### config.mk
export PLATFORM = sky130hd
export DESIGN_NAME = spi_dma_port
export DESIGN_NICKNAME = d
export VERILOG_FILES = /design/src/design/spi_baud_gen.v /design/src/design/spi_dma_port.v /design/src/design/spi_shifter.v
export VERILOG_INCLUDE_DIRS = /design/src /design/src/design
export SDC_FILE = /design/constraint.sdc
export NUM_CORES = 1
export LEC_CHECK = 0
export ABC_AREA = 1
export BUFFER_PORTS_ARGS = -buffer_cell sky130_fd_sc_hd__buf_2
export CORE_MARGIN = 1
export CORE_UTILIZATION = 55
export CTS_CLUSTER_SIZE = 12
export DETAILED_ROUTE_END_ITERATION = 6
export GPL_ROUTABILITY_DRIVEN = 1
export PLACE_DENSITY = 0.89
export RECOVER_POWER = 25
export SLEW_MARGIN = 10
export SYNTH_ARGS = -nofsm -noshare
export SYNTH_HDL_FRONTEND = slang
export SYNTH_SLANG_ARGS = --single-unit
export TNS_END_PERCENT = 10
### constraint.sdc
create_clock -name aclk -period 6.5 [get_ports aclk]
set_input_delay 0.325 -clock aclk [delete_from_list [all_inputs] [get_ports aclk]]
set_output_delay 0.325 -clock aclk [all_outputs]
set_load 0.1 [all_outputs]
### src/design/spi_dma_defs.vh
`ifndef SPI_DMA_DEFS_VH
`define SPI_DMA_DEFS_VH
// Notes on behaviour
// - master serial clock is core clock divided by primary then secondary prescale fields
// - serial clock rate equals core rate over primary ratio times secondary ratio; a product of 1 gives core rate over 2
// - unframed master clocks only while shifting, exactly 8 or 16 pulses, else idle
// - framed master serial clock toggles continuously, shifting or not
// - fifo enable bit at 0 gives a single-word buffer for dma use
// - receive dma request each time a received word is ready in the buffer
// - transmit dma request after each completed transmission
// - tx-only master requests nothing until a primed first word has gone out
// - rx and tx master first request follows first reception, primed by a write
// - transmitting slave requests nothing until first word received; software preloads
// - rx-only slave requests as soon as the first word arrives, unprimed
// - deep sleep behaviour depends on master or slave role at entry
// - sleeping master resets clock divider and aborts the partial transfer for good
// - sleeping slave finishes the transfer, then sets receive full and event flag
// - idle mode halts like sleep when stop-in-idle is 1, runs when 0
// - register contents survive entry to and exit from sleep

// register byte offsets
`define OFS_STATUS        5'h00
`define OFS_CONTROL1      5'h04
`define OFS_CONTROL2      5'h08
`define OFS_BUFFER        5'h0c
`define OFS_EVENT         5'h10

// status register fields
`define ST_ENABLE         15
`define ST_STOP_IDLE      13
`define ST_RX_OVERFLOW    6
`define ST_TX_FULL        1
`define ST_RX_FULL        0

// first control register fields
`define C1_DIS_SCK        12
`define C1_DIS_SDO        11
`define C1_WIDE16         10
`define C1_SS_ENABLE      7
`define C1_CLK_POL        6
`define C1_MASTER         5
`define C1_SEC_HI         4
`define C1_SEC_LO         2
`define C1_PRI_HI         1
`define C1_PRI_LO         0

// second control register fields
`define C2_FRAMED         15
`define C2_FRAME_SLAVE    14
`define C2_FRAME_POL      13
`define C2_FIFO_EN        0

// event register field
`define EV_EVENT_FLAG     0

`define RESET_STATUS      16'h0000
`define RESET_CONTROL1    16'h0000
`define RESET_CONTROL2    16'h0000
`define RESET_BUFFER      16'h0000

`define RESP_OKAY         2'h0
`define RESP_SLVERR       2'h2

// smallest divide ratio the edge logic can realise
`define MIN_RATIO         10'h002
`endif

### src/design/spi_baud_gen.v
`timescale 1ns/10ps
`include "spi_dma_defs.vh"
module spi_baud_gen (
    input  wire       aclk,
    input  wire       aresetn,
    input  wire       run,
    input  wire [1:0] primary_divide_sel,
    input  wire [2:0] secondary_divide_sel,
    output reg        lead_tick,
    output reg        trail_tick
);
    reg  [9:0] cnt_reg;
    wire [9:0] ratio;
    wire [9:0] ratio_eff;
    wire [9:0] half;

    function [9:0] primary_ratio;
        input [1:0] sel;
        begin
            case (sel)
                2'h0:    primary_ratio = 10'h040;
                2'h1:    primary_ratio = 10'h010;
                2'h2:    primary_ratio = 10'h004;
                default: primary_ratio = 10'h001;
            endcase
        end
    endfunction

    // product of both ratios sets the period
    assign ratio     = primary_ratio(primary_divide_sel) * (10'h008 - {7'h00, secondary_divide_sel});
    assign ratio_eff = (ratio < `MIN_RATIO) ? `MIN_RATIO : ratio;
    assign half      = {1'b0, ratio_eff[9:1]};

    always @(posedge aclk) begin
        if (!aresetn || !run) begin
            cnt_reg    <= 10'h000;
            lead_tick  <= 1'b0;
            trail_tick <= 1'b0;
        end else begin
            lead_tick  <= (cnt_reg == half - 10'h001);
            trail_tick <= (cnt_reg == ratio_eff - 10'h001);
            if (cnt_reg == ratio_eff - 10'h001) begin
                cnt_reg <= 10'h000;
            end else begin
                cnt_reg <= cnt_reg + 10'h001;
            end
        end
    end
endmodule // spi_baud_gen

### src/design/spi_dma_port.v
`timescale 1ns/10ps
`include "spi_dma_defs.vh"
module spi_dma_port (
    input  wire        aclk,
    input  wire        aresetn,
    input  wire [4:0]  s_axi_awaddr,
    input  wire [2:0]  s_axi_awprot,
    input  wire        s_axi_awvalid,
    output wire        s_axi_awready,
    input  wire [31:0] s_axi_wdata,
    input  wire [3:0]  s_axi_wstrb,
    input  wire        s_axi_wvalid,
    output wire        s_axi_wready,
    output reg  [1:0]  s_axi_bresp,
    output reg         s_axi_bvalid,
    input  wire        s_axi_bready,
    input  wire [4:0]  s_axi_araddr,
    input  wire [2:0]  s_axi_arprot,
    input  wire        s_axi_arvalid,
    output wire        s_axi_arready,
    output reg  [31:0] s_axi_rdata,
    output reg  [1:0]  s_axi_rresp,
    output reg         s_axi_rvalid,
    input  wire        s_axi_rready,
    input  wire        sleep_mode,
    input  wire        idle_mode,
    input  wire        serial_clock_pin_i,
    output wire        serial_clock_pin_o,
    output wire        serial_clock_pin_oe,
    input  wire        sdi_pin,
    output wire        sdo_pin_o,
    output wire        sdo_pin_oe,
    input  wire        ss_pin_i,
    output wire        ss_pin_o,
    output wire        ss_pin_oe,
    output wire        rx_dma_req,
    output wire        tx_dma_req
);
    ////////////////////////////////////////////////////////////////////////////////
    // registers and state
    reg  [15:0] status_reg;
    reg  [15:0] first_control_reg;
    reg  [15:0] second_control_reg;
    reg  [15:0] tx_buf_reg;
    reg  [15:0] rx_buf_reg;
    reg         event_irq_flag_reg;
    reg         phase_reg;
    reg         frame_active_reg;
    reg         rx_req_reg;
    reg         tx_req_reg;
    reg  [2:0]  sck_sync_reg;
    reg  [1:0]  sdi_sync_reg;
    reg  [1:0]  ss_sync_reg;

    wire        wr_fire;
    wire        rd_fire;
    wire [2:0]  wr_index;
    wire [2:0]  rd_index;
    wire        buf_read;
    wire        buf_write;
    wire        enabled;
    wire        is_master;
    wire        framed;
    wire        frame_slave;
    wire        ckp;
    wire        halt;
    wire        master_abort;
    wire        gen_run;
    wire        gen_lead;
    wire        gen_trail;
    wire        ext_lead;
    wire        ext_trail;
    wire        ss_active;
    wire        edge_lead;
    wire        edge_trail;
    wire        load;
    wire        busy;
    wire        done;
    wire        sdo_bit;
    wire [15:0] rx_word;
    wire        rx_accept;
    wire        rx_full;
    wire        tx_full;
    wire        rx_overflow;
    reg  [15:0] rd_value;
    reg         rd_ok;

    function [15:0] merge;
        input [15:0] old;
        input [31:0] data;
        input [3:0]  strb;
        begin
            merge = {strb[1] ? data[15:8] : old[15:8], strb[0] ? data[7:0] : old[7:0]};
        end
    endfunction

    function mapped;
        input [2:0] index;
        begin
            mapped = (index <= 3'h4);
        end
    endfunction

    ////////////////////////////////////////////////////////////////////////////////
    // axi4-lite slave: write address and data taken together, one cycle answer
    assign s_axi_awready = s_axi_awvalid && s_axi_wvalid && !s_axi_bvalid;
    assign s_axi_wready  = s_axi_awready;
    assign s_axi_arready = !s_axi_rvalid;
    assign wr_fire       = s_axi_awready;
    assign rd_fire       = s_axi_arvalid && s_axi_arready;
    assign wr_index      = s_axi_awaddr[4:2];
    assign rd_index      = s_axi_araddr[4:2];
    assign buf_write     = wr_fire && ({wr_index, 2'h0} == `OFS_BUFFER);
    assign buf_read      = rd_fire && ({rd_index, 2'h0} == `OFS_BUFFER);

    always @(posedge aclk) begin
        if (!aresetn) begin
            s_axi_bvalid <= 1'b0;
            s_axi_bresp  <= `RESP_OKAY;
        end else if (wr_fire) begin
            s_axi_bvalid <= 1'b1;
            s_axi_bresp  <= mapped(wr_index) ? `RESP_OKAY : `RESP_SLVERR;
        end else if (s_axi_bready) begin
            s_axi_bvalid <= 1'b0;
        end
    end

    always @* begin
        rd_value = 16'h0000;
        rd_ok    = 1'b1;
        case ({rd_index, 2'h0})
            `OFS_STATUS:   rd_value = status_reg;
            `OFS_CONTROL1: rd_value = first_control_reg;
            `OFS_CONTROL2: rd_value = second_control_reg;
            `OFS_BUFFER:   rd_value = rx_buf_reg;
            `OFS_EVENT:    rd_value = {15'h0000, event_irq_flag_reg};
            default:       rd_ok    = 1'b0;
        endcase
    end

    always @(posedge aclk) begin
        if (!aresetn) begin
            s_axi_rvalid <= 1'b0;
            s_axi_rdata  <= 32'h00000000;
            s_axi_rresp  <= `RESP_OKAY;
        end else if (rd_fire) begin
            s_axi_rvalid <= 1'b1;
            s_axi_rdata  <= {16'h0000, rd_value};
            s_axi_rresp  <= rd_ok ? `RESP_OKAY : `RESP_SLVERR;
        end else if (s_axi_rready) begin
            s_axi_rvalid <= 1'b0;
        end
    end

    ////////////////////////////////////////////////////////////////////////////////
    // control decode
    assign enabled     = status_reg[`ST_ENABLE];
    assign is_master   = first_control_reg[`C1_MASTER];
    assign ckp         = first_control_reg[`C1_CLK_POL];
    assign framed      = second_control_reg[`C2_FRAMED];
    assign frame_slave = second_control_reg[`C2_FRAME_SLAVE];
    assign rx_full     = status_reg[`ST_RX_FULL];
    assign tx_full     = status_reg[`ST_TX_FULL];
    assign rx_overflow = status_reg[`ST_RX_OVERFLOW];

    // a halted slave keeps running on the outside clock
    assign halt         = sleep_mode || (idle_mode && status_reg[`ST_STOP_IDLE]);
    assign master_abort = !enabled || (is_master && halt);

    ////////////////////////////////////////////////////////////////////////////////
    // pin synchronisers; only the second stage onward is looked at
    always @(posedge aclk) begin
        if (!aresetn) begin
            sck_sync_reg <= 3'h0;
            sdi_sync_reg <= 2'h0;
            ss_sync_reg  <= 2'h3;
        end else begin
            sck_sync_reg <= {sck_sync_reg[1:0], serial_clock_pin_i};
            sdi_sync_reg <= {sdi_sync_reg[0], sdi_pin};
            ss_sync_reg  <= {ss_sync_reg[0], ss_pin_i};
        end
    end

    assign ext_lead  = (sck_sync_reg[1] != ckp) && (sck_sync_reg[2] == ckp);
    assign ext_trail = (sck_sync_reg[1] == ckp) && (sck_sync_reg[2] != ckp);
    assign ss_active = framed ? (ss_sync_reg[1] == second_control_reg[`C2_FRAME_POL])
                              : (!first_control_reg[`C1_SS_ENABLE] || !ss_sync_reg[1]);

    ////////////////////////////////////////////////////////////////////////////////
    // clock generation and shift engine
    // framed master clock free runs; unframed only while a word is out
    assign gen_run = enabled && is_master && !halt && (framed || busy);

    spi_baud_gen i_spi_baud_gen (
        .aclk                 (aclk),
        .aresetn              (aresetn),
        .run                  (gen_run),
        .primary_divide_sel   (first_control_reg[`C1_PRI_HI:`C1_PRI_LO]),
        .secondary_divide_sel (first_control_reg[`C1_SEC_HI:`C1_SEC_LO]),
        .lead_tick            (gen_lead),
        .trail_tick           (gen_trail)
    );

    assign edge_lead  = is_master ? gen_lead : (ext_lead && ss_active);
    assign edge_trail = is_master ? gen_trail : (ext_trail && ss_active);

    // unframed master starts on a buffer write; framed starts at an idle clock edge
    assign load = enabled && !busy && !master_abort &&
                  ((is_master && !framed && tx_full) ||
                   (is_master && framed && !frame_slave && tx_full && gen_trail) ||
                   (framed && frame_slave && ss_active && edge_trail) ||
                   (!is_master && !framed && (tx_full || edge_lead)));

    spi_shifter i_spi_shifter (
        .aclk    (aclk),
        .aresetn (aresetn),
        .abort   (master_abort),
        .load    (load),
        .tx_word (tx_buf_reg),
        .wide16  (first_control_reg[`C1_WIDE16]),
        .lead    (edge_lead),
        .trail   (edge_trail),
        .sdi     (sdi_sync_reg[1]),
        .sdo     (sdo_bit),
        .busy    (busy),
        .done    (done),
        .rx_word (rx_word)
    );

    always @(posedge aclk) begin
        if (!aresetn || !gen_run) begin
            phase_reg <= 1'b0;
        end else if (gen_lead) begin
            phase_reg <= 1'b1;
        end else if (gen_trail) begin
            phase_reg <= 1'b0;
        end
    end

    always @(posedge aclk) begin
        if (!aresetn || master_abort) begin
            frame_active_reg <= 1'b0;
        end else if (load && framed && !frame_slave) begin
            frame_active_reg <= 1'b1;
        end else if (edge_trail) begin
            frame_active_reg <= 1'b0;
        end
    end

    ////////////////////////////////////////////////////////////////////////////////
    // registers; sleep never touches them
    // received words are dropped while the overflow flag stands
    assign rx_accept = done && !rx_overflow && (!rx_full || buf_read);

    always @(posedge aclk) begin
        if (!aresetn) begin
            status_reg         <= `RESET_STATUS;
            first_control_reg  <= `RESET_CONTROL1;
            second_control_reg <= `RESET_CONTROL2;
            tx_buf_reg         <= `RESET_BUFFER;
            rx_buf_reg         <= `RESET_BUFFER;
            event_irq_flag_reg <= 1'b0;
        end else begin
            if (wr_fire && {wr_index, 2'h0} == `OFS_CONTROL1) begin
                first_control_reg <= merge(first_control_reg, s_axi_wdata, s_axi_wstrb)
                                     & 16'h1fff;
            end
            if (wr_fire && {wr_index, 2'h0} == `OFS_CONTROL2) begin
                // single-word buffer either way; the bit is kept for software
                second_control_reg <= merge(second_control_reg, s_axi_wdata, s_axi_wstrb)
                                      & 16'he001;
            end
            if (wr_fire && {wr_index, 2'h0} == `OFS_STATUS && s_axi_wstrb[1]) begin
                status_reg[`ST_ENABLE]    <= s_axi_wdata[`ST_ENABLE];
                status_reg[`ST_STOP_IDLE] <= s_axi_wdata[`ST_STOP_IDLE];
            end
            // overflow: software clears by writing 0; a new overflow wins over a clear in the same cycle
            if (done && !rx_accept && !rx_overflow) begin
                status_reg[`ST_RX_OVERFLOW] <= 1'b1;
            end else if (wr_fire && {wr_index, 2'h0} == `OFS_STATUS && s_axi_wstrb[0] &&
                         !s_axi_wdata[`ST_RX_OVERFLOW]) begin
                status_reg[`ST_RX_OVERFLOW] <= 1'b0;
            end
            if (buf_write) begin
                tx_buf_reg             <= merge(tx_buf_reg, s_axi_wdata, s_axi_wstrb);
                status_reg[`ST_TX_FULL] <= 1'b1;
            end else if (load) begin
                status_reg[`ST_TX_FULL] <= 1'b0;
            end
            if (rx_accept) begin
                rx_buf_reg              <= rx_word;
                status_reg[`ST_RX_FULL] <= 1'b1;
            end else if (buf_read) begin
                status_reg[`ST_RX_FULL] <= 1'b0;
            end
            if (rx_accept) begin
                event_irq_flag_reg <= 1'b1;
            end else if (wr_fire && {wr_index, 2'h0} == `OFS_EVENT && s_axi_wstrb[0] &&
                         s_axi_wdata[`EV_EVENT_FLAG]) begin
                event_irq_flag_reg <= 1'b0;
            end
        end
    end

    ////////////////////////////////////////////////////////////////////////////////
    // dma requests: one pulse per word
    always @(posedge aclk) begin
        if (!aresetn) begin
            rx_req_reg <= 1'b0;
            tx_req_reg <= 1'b0;
        end else begin
            rx_req_reg <= rx_accept;
            tx_req_reg <= done && !first_control_reg[`C1_DIS_SDO];
        end
    end

    assign rx_dma_req = rx_req_reg;
    assign tx_dma_req = tx_req_reg;

    ////////////////////////////////////////////////////////////////////////////////
    // pins
    assign serial_clock_pin_o  = ckp ^ phase_reg;
    assign serial_clock_pin_oe = enabled && is_master && !first_control_reg[`C1_DIS_SCK];
    assign sdo_pin_o           = busy ? sdo_bit : 1'b0;
    assign sdo_pin_oe          = enabled && !first_control_reg[`C1_DIS_SDO];
    assign ss_pin_o            = frame_active_reg ~^ second_control_reg[`C2_FRAME_POL];
    assign ss_pin_oe           = enabled && framed && !frame_slave;
endmodule // spi_dma_port

### src/design/spi_shifter.v
`timescale 1ns/10ps
module spi_shifter (
    input  wire        aclk,
    input  wire        aresetn,
    input  wire        abort,
    input  wire        load,
    input  wire [15:0] tx_word,
    input  wire        wide16,
    input  wire        lead,
    input  wire        trail,
    input  wire        sdi,
    output wire        sdo,
    output reg         busy,
    output reg         done,
    output wire [15:0] rx_word
);
    reg [15:0] tx_sr_reg;
    reg [15:0] rx_sr_reg;
    reg [4:0]  count_reg;

    assign sdo     = wide16 ? tx_sr_reg[15] : tx_sr_reg[7];
    assign rx_word = wide16 ? rx_sr_reg : {8'h00, rx_sr_reg[7:0]};

    always @(posedge aclk) begin
        if (!aresetn || abort) begin
            tx_sr_reg <= 16'h0000;
            rx_sr_reg <= 16'h0000;
            count_reg <= 5'h00;
            busy      <= 1'b0;
            done      <= 1'b0;
        end else begin
            done <= 1'b0;
            if (load) begin
                tx_sr_reg <= tx_word;
                count_reg <= 5'h00;
                busy      <= 1'b1;
                // a slave armed by its first edge keeps that bit
                if (lead) begin
                    rx_sr_reg <= {rx_sr_reg[14:0], sdi};
                end
            end else if (busy) begin
                if (lead) begin
                    rx_sr_reg <= {rx_sr_reg[14:0], sdi};
                end
                if (trail) begin
                    tx_sr_reg <= {tx_sr_reg[14:0], 1'b0};
                    count_reg <= count_reg + 5'h01;
                    // 8 or 16 trailing edges end the word
                    if (count_reg == (wide16 ? 5'h0f : 5'h07)) begin
                        busy <= 1'b0;
                        done <= 1'b1;
                    end
                end
            end
        end
    end
endmodule // spi_shifter

======== Word-level counts from Yosys, hierarchy flattened ========
Cells that the tools add are included.
storage, ports and cells
  flip-flop bits (word level) ............. 139
  logic and storage cells ................. 205
operators by class
  add/sub/neg operators ................... 5
  multiply operators ...................... 1
  order comparisons ....................... 2
  eq/ne operators ......................... 18
  multiplexer cells ....................... 40
  bitwise operators ....................... 4
  reductions and logical operators ........ 103
operator list
  kind                                                         count
  two-way mux 16 bit                                           7
  one-hot mux 16 bit (5 select lines)                          1
  logical AND 1 bit                                            48
  two-way mux 1 bit                                            27
  one-hot mux 7 bit (3 select lines)                           1
  == test 10 bit                                               2
  nonzero test 2 bit                                           10
  zero test 1 bit                                              19
  AND reduction 2 bit                                          8
  == test 3 x 2 -> 1 bit, second input constant                4
  logical OR 1 bit                                             11
  adder 10 x 1 -> 10 bit, second input constant                1
  less-than comparator 10 x 2 -> 1 bit, second input constant  1
  multiplier 7 x 10 -> 10 bit                                  1
  two-way mux 10 bit                                           1
  subtractor 10 x 1 -> 10 bit, second input constant           1
  subtractor 9 x 1 -> 10 bit, second input constant            1
  == test 3 x 1 -> 1 bit, second input constant                2
  == test 3 bit, second input constant                         2
  zero test 3 bit                                              2
  adder 5 x 1 -> 5 bit, second input constant                  1
  == test 5 bit                                                1
  OR reduction 5 bit                                           1
  subtractor 4 x 3 -> 5 bit, first input constant              1
  other kinds (13)                                             19

======== Depth between registers and ports, before layout ========
  depth after elaboration ................. 12
  depth in mapped cells ................... 33
  depth with buffers taken out ............ 33

======== Cells and area by module ========
A second synthesis with hierarchy kept.
second synthesis, totals
  cell total of the unflattened synthesis .. 1035
  area, all modules ....................... 7239.4 um2
modules (own cells, without submodules)
  module        instances  cells an instance  area each (um2)  sequential area each (um2)
  spi_dma_port  1          484                3667.3           1721.7
  spi_shifter   1          304                1961.9           780.7
  spi_baud_gen  1          247                1610.3           240.2

======== Worst setup path after synthesis ========
Ideal clock, no wire load.
  kind .................................... register -> register
  start ................................... register first_control_reg[2]
  end ..................................... register i_spi_baud_gen.cnt_reg[2]
  data arrival time ....................... 4.231 ns
  required time ........................... 6.383 ns
  path slack .............................. 2.152 ns
  cell stages (with the launch flop) ...... 29
  buffers on the path ..................... 0
  cells stage by stage .................... dfxtp_1 clkinv_1 ha_1 inv_1 nor2_1 ha_1 ha_1 ha_1 ha_1 nand2_1 inv_1 nand3_1 nand2_1 nand2_1 nor2_4 nand3_4 nand2_1 inv_1 ha_1 nand2_1 nor2_1 nand2_1 nor3b_1 nand2_1 xor2_1 nor2_2 nand3_2 nand2_4 nor2_2
between the ends
  cells in the longest elaborated chain, start to end .. 7
ends and longest elaborated chain
  what                                                   line                source
  from (decl)                                            spi_dma_port.v:42   reg [15:0] first_control_reg;
  from (signal assigned)                                 spi_dma_port.v:258  first_control_reg <= `RESET_CONTROL1;
  from (signal assigned)                                 spi_dma_port.v:265  first_control_reg <= merge(first_control_reg, s_axi_wdata, s_axi_wstrb)
  subtractor 4 x 3 -> 5 bit *                            spi_baud_gen.v:30   assign ratio = primary_ratio(primary_divide_sel) * (10'h008 - {7'h00, secondary_divide_sel});
  multiplier 7 x 10 -> 10 bit *                          spi_baud_gen.v:30
  less-than comparator 10 x 2 -> 1 bit (no source line)  n/a
  two-way mux 10 bit *                                   spi_baud_gen.v:31   assign ratio_eff = (ratio < `MIN_RATIO) ? `MIN_RATIO : ratio;
  subtractor 10 x 1 -> 10 bit *                          spi_baud_gen.v:42   if (cnt_reg == ratio_eff - 10'h001) begin
  == test 10 bit *                                       spi_baud_gen.v:42
  OR reduction 2 bit (no source line) *                  n/a
  to (signal assigned)                                   spi_baud_gen.v:45   cnt_reg <= cnt_reg + 10'h001;
  to (decl)                                              spi_baud_gen.v:12   reg [9:0] cnt_reg;
Mark *: on every way between the ends. The rest lies on a longest branch, timed or not.
A chain may end at the register's enable or synchronous reset.

======== Worst setup path after layout ========
Same ends and word-level chain as after synthesis.

==> results.yml <==
job:
  maxCapViolCount: 2
clocking:
  root_buffer: "clkbuf_16"
  holdBufCountCts: 0
  numCtsBuffers: 17
  clk_latency_ps: 430
  cts_buffer_depth: 2
  clk_pin_slew_ps: 60
  post-cts-setup-buffers: 0
  cts_tree: "done"
  cts_resized: 0
  cts.sinks: 137
  cts_max_level: 4
setup_path:
  reg2reg_from: "first_control_reg[2]"
  crit_end: "i_spi_baud_gen.cnt_reg[2]"
  critical_path.endpoint_type: "flop"
  cp-start-kind: "flop"
  rrSetupSlack_ps: 1430
  cp_top_family: "simple AND/OR/NAND/NOR gates"
  reg2regPathDepth: 28
  r2r-end: "i_spi_baud_gen.cnt_reg[2]"
  cp_max_fo: 10
  startpoint: "first_control_reg[2]"
  cp_data_required_time_ps: 6820
  worstSetupPathType: "flop to flop"
  critical-path-max-stage-delay_ps: 380
  worst_path_max_delay_cell: "ha_1"
  cp_num_buf_inv: 4
  crit_path_frequent_cell: "nand2_1"
  path_depth: 28
  arrival_ps: 5380
drt:
  totalWireLength_mm: 16.0
  dr_total_vias: 6115
  wl_per_cell_um: 14.3
  ant_nets: 0
  detail_route.vias_per_cell: 5.47
  drtIter0Drc: 653
  dr.pass1.iters: 7
  drc: 8
floorplan:
  die_area_sq_um: 12500
  initial_core_util: 0.574
  rows: 39
  die_x_um: 112
  coreArea_sq_um: 11600
  die_y_um: 112
  io_pins: 113
pwr:
  p_int_w: 0.00143
  vdd_ir_drop_max_mv: 0.197
  sw_frac_of_total: 0.275
  cellPowerDensity_nw_per_um2: 262
  p_total_w: 0.00198
  power.share.clock: 0.488
  p_switching_w: 0.000543
  p_leak_nw: 3.05
  power_frac_seq: 0.430
  p_comb_frac: 0.083
timing:
  tns_ps: 0
  finalMaxSlewViolations: 90
  slew_headroom: -0.457
  finalSetupViolations: 0
  hold_viol: 0
  max_slew.worst_pin.slew_ps: 2190
  fmax_ghz: 0.197
  fin_crit_sh: 0.779
  skew_ps: 8.17
  period_needed_ps: 5070
  rsz0062_at_grt: "no"
  hold_ws_ps: 76.0
global_routing:
  antenna_found_initial: 2
  track_usage: 0.269
  overflow: 0
  grt_max_degree: 55
  grt_pass1_vias: 5670
  grt_pass1_wl_mm: 26.9
hold_path:
  hold_class: "primary input to flop"
finish:
  regArea_sq_um: 2740
  area_growth_pct: 13.9
  multi_input_area_sq_um: 3230
  drive_above_1_share: 0.110
  fillers: 924
  final_nets: 1046
  final_area_sq_um: 7550
placed_design:
  io_buffer_count: 66
  placed_cell_area_sq_um: 6990
  dp_hpwl_mm: 10.9
  gp_congestion: 0.860
synthesis:
  yosys_warnings: 0
  synth_top_cell_area_share: 0.413
  synth_largest_area_cell: "dfxtp_1"
  synth_area_leaders: "dfxtp_1, nand2_1, a21oi_1, inv_1, o21ai_0"
  avgSynthCellArea_sq_um: 7.39
  synth_ff_type: "dfxtp_1"
  async_flop_share: 0
  syn-instance-count: 898
  synth_edf_count: 0
  synth-seq-cells: 137
  ys_seq_area_frac: 0.413
  netlist-cell-type-count: 41
  syn_area_sq_um: 6630
  yosysMostFrequentCell: "nand2_1"
  synthTopCellsByCount: "nand2_1, dfxtp_1, inv_1"
outcome:
  status: "finished with violations"
  violations: "design-rule violations, max-capacitance violations, max-slew violations"
## per-stage QoR
stage / setup WS [ps] / std cells / utilization
global route: 977 / 1117 / 0.653
detailed placement: 1560 / 1084 / 0.605
global placement: 1680 / 1084 / 0.605
floorplan: 2150 / 916 / -
CTS: 1480 / 1116 / 0.656
finish: 1430 / 1117 / 0.653
## worst reg2reg max path, delay by kind of cell (launching register included)
kind                       cells  cell delay, ps
DFF                            1             320
and+or+nand+nor               17            2090
buffers and inverters          4             550
adders and majority gates      6            1860
xor gates and xnor gates       1             160
## cell families (layout without fill, tap and decap cells)
family	count (synthesis)	after routing	synth area share
adders and majority gates	22	22	0.0426
xor gates and xnor gates	39	39	0.0526
DFF	137	137	0.413
AOI/OAI and AO/OA	219	219	0.176
and+or+nand+nor	306	306	0.204
buffers and inverters	174	231	0.111
other	1	20	0.000565
## per-layer routing
| layer | global-route usage | vias up | wire [um] |
|---|---|---|---|
| met1 | 0.344 | 2780 | 6770 |
| met4 | 0.141 | 0 | 538 |
| met2 | 0.419 | 267 | 7450 |
| li1 | - | 3017 | - |
| met3 | 0.0686 | 51 | 1270 |
| met5 | 0 | - | 0 |
## cell usage in the layout, fill, tap and decap left out, types with 3 or more instances in the layout
cell and count:
inv_1 122, xnor2_1 14, conb_1 19, nor3_1 15
clkinv_1 5, buf_2 43, nand3b_1 3, o21ai_0 79
o31ai_1 6, o21ai_1 3, inv_6 5, o211ai_1 5
nand4_1 4, ha_1 21, clkbuf_1 25, clkbuf_16 17
nand2_1 145, inv_8 3, a21oi_1 103, nand3_1 44
dfxtp_1 137, xor2_1 24, nor2_2 12, o22ai_1 15
nand2_2 6, nor2_1 65, nor3b_1 3
## power by group through the flow
stage	logic, W	registers, W	clock network [W]
final	0.000163	0.000849	0.000963
after CTS	0.000162	0.000849	0.000967
after global routing	0.000174	0.000849	0.00101
after detailed placement	0.000160	0.000868	0
after global placement	0.000158	0.000868	0
after floorplan	0.000124	0.000879	0
## final cells by class
class | instances | share of cell area
multi-input cells | 605 | 0.427
flip-flops and latches | 137 | 0.363
inverters | 129 | 0.0641
clock buffers | 18 | 0.0581
repair buffers | 70 | 0.0429
well taps | 143 | 0.0237
clock inverters | 14 | 0.0207
diodes | 1 | 0.000331
## how the worst min path moves through the flow
stage,startpoint,slack (ps),cells past startpoint,end
detailed placement,sck_sync_reg[0],400,2,sck_sync_reg[1]
CTS,sdi_pin,70,3,sdi_sync_reg[0]
floorplan,sck_sync_reg[0],390,2,sck_sync_reg[1]
global route,sdi_pin,90,3,sdi_sync_reg[0]
finish,sdi_pin,80,3,sdi_sync_reg[0]
global placement,ss_sync_reg[0],400,1,ss_sync_reg[1]
No activity file was read; power rests on OpenSTA's default activity.
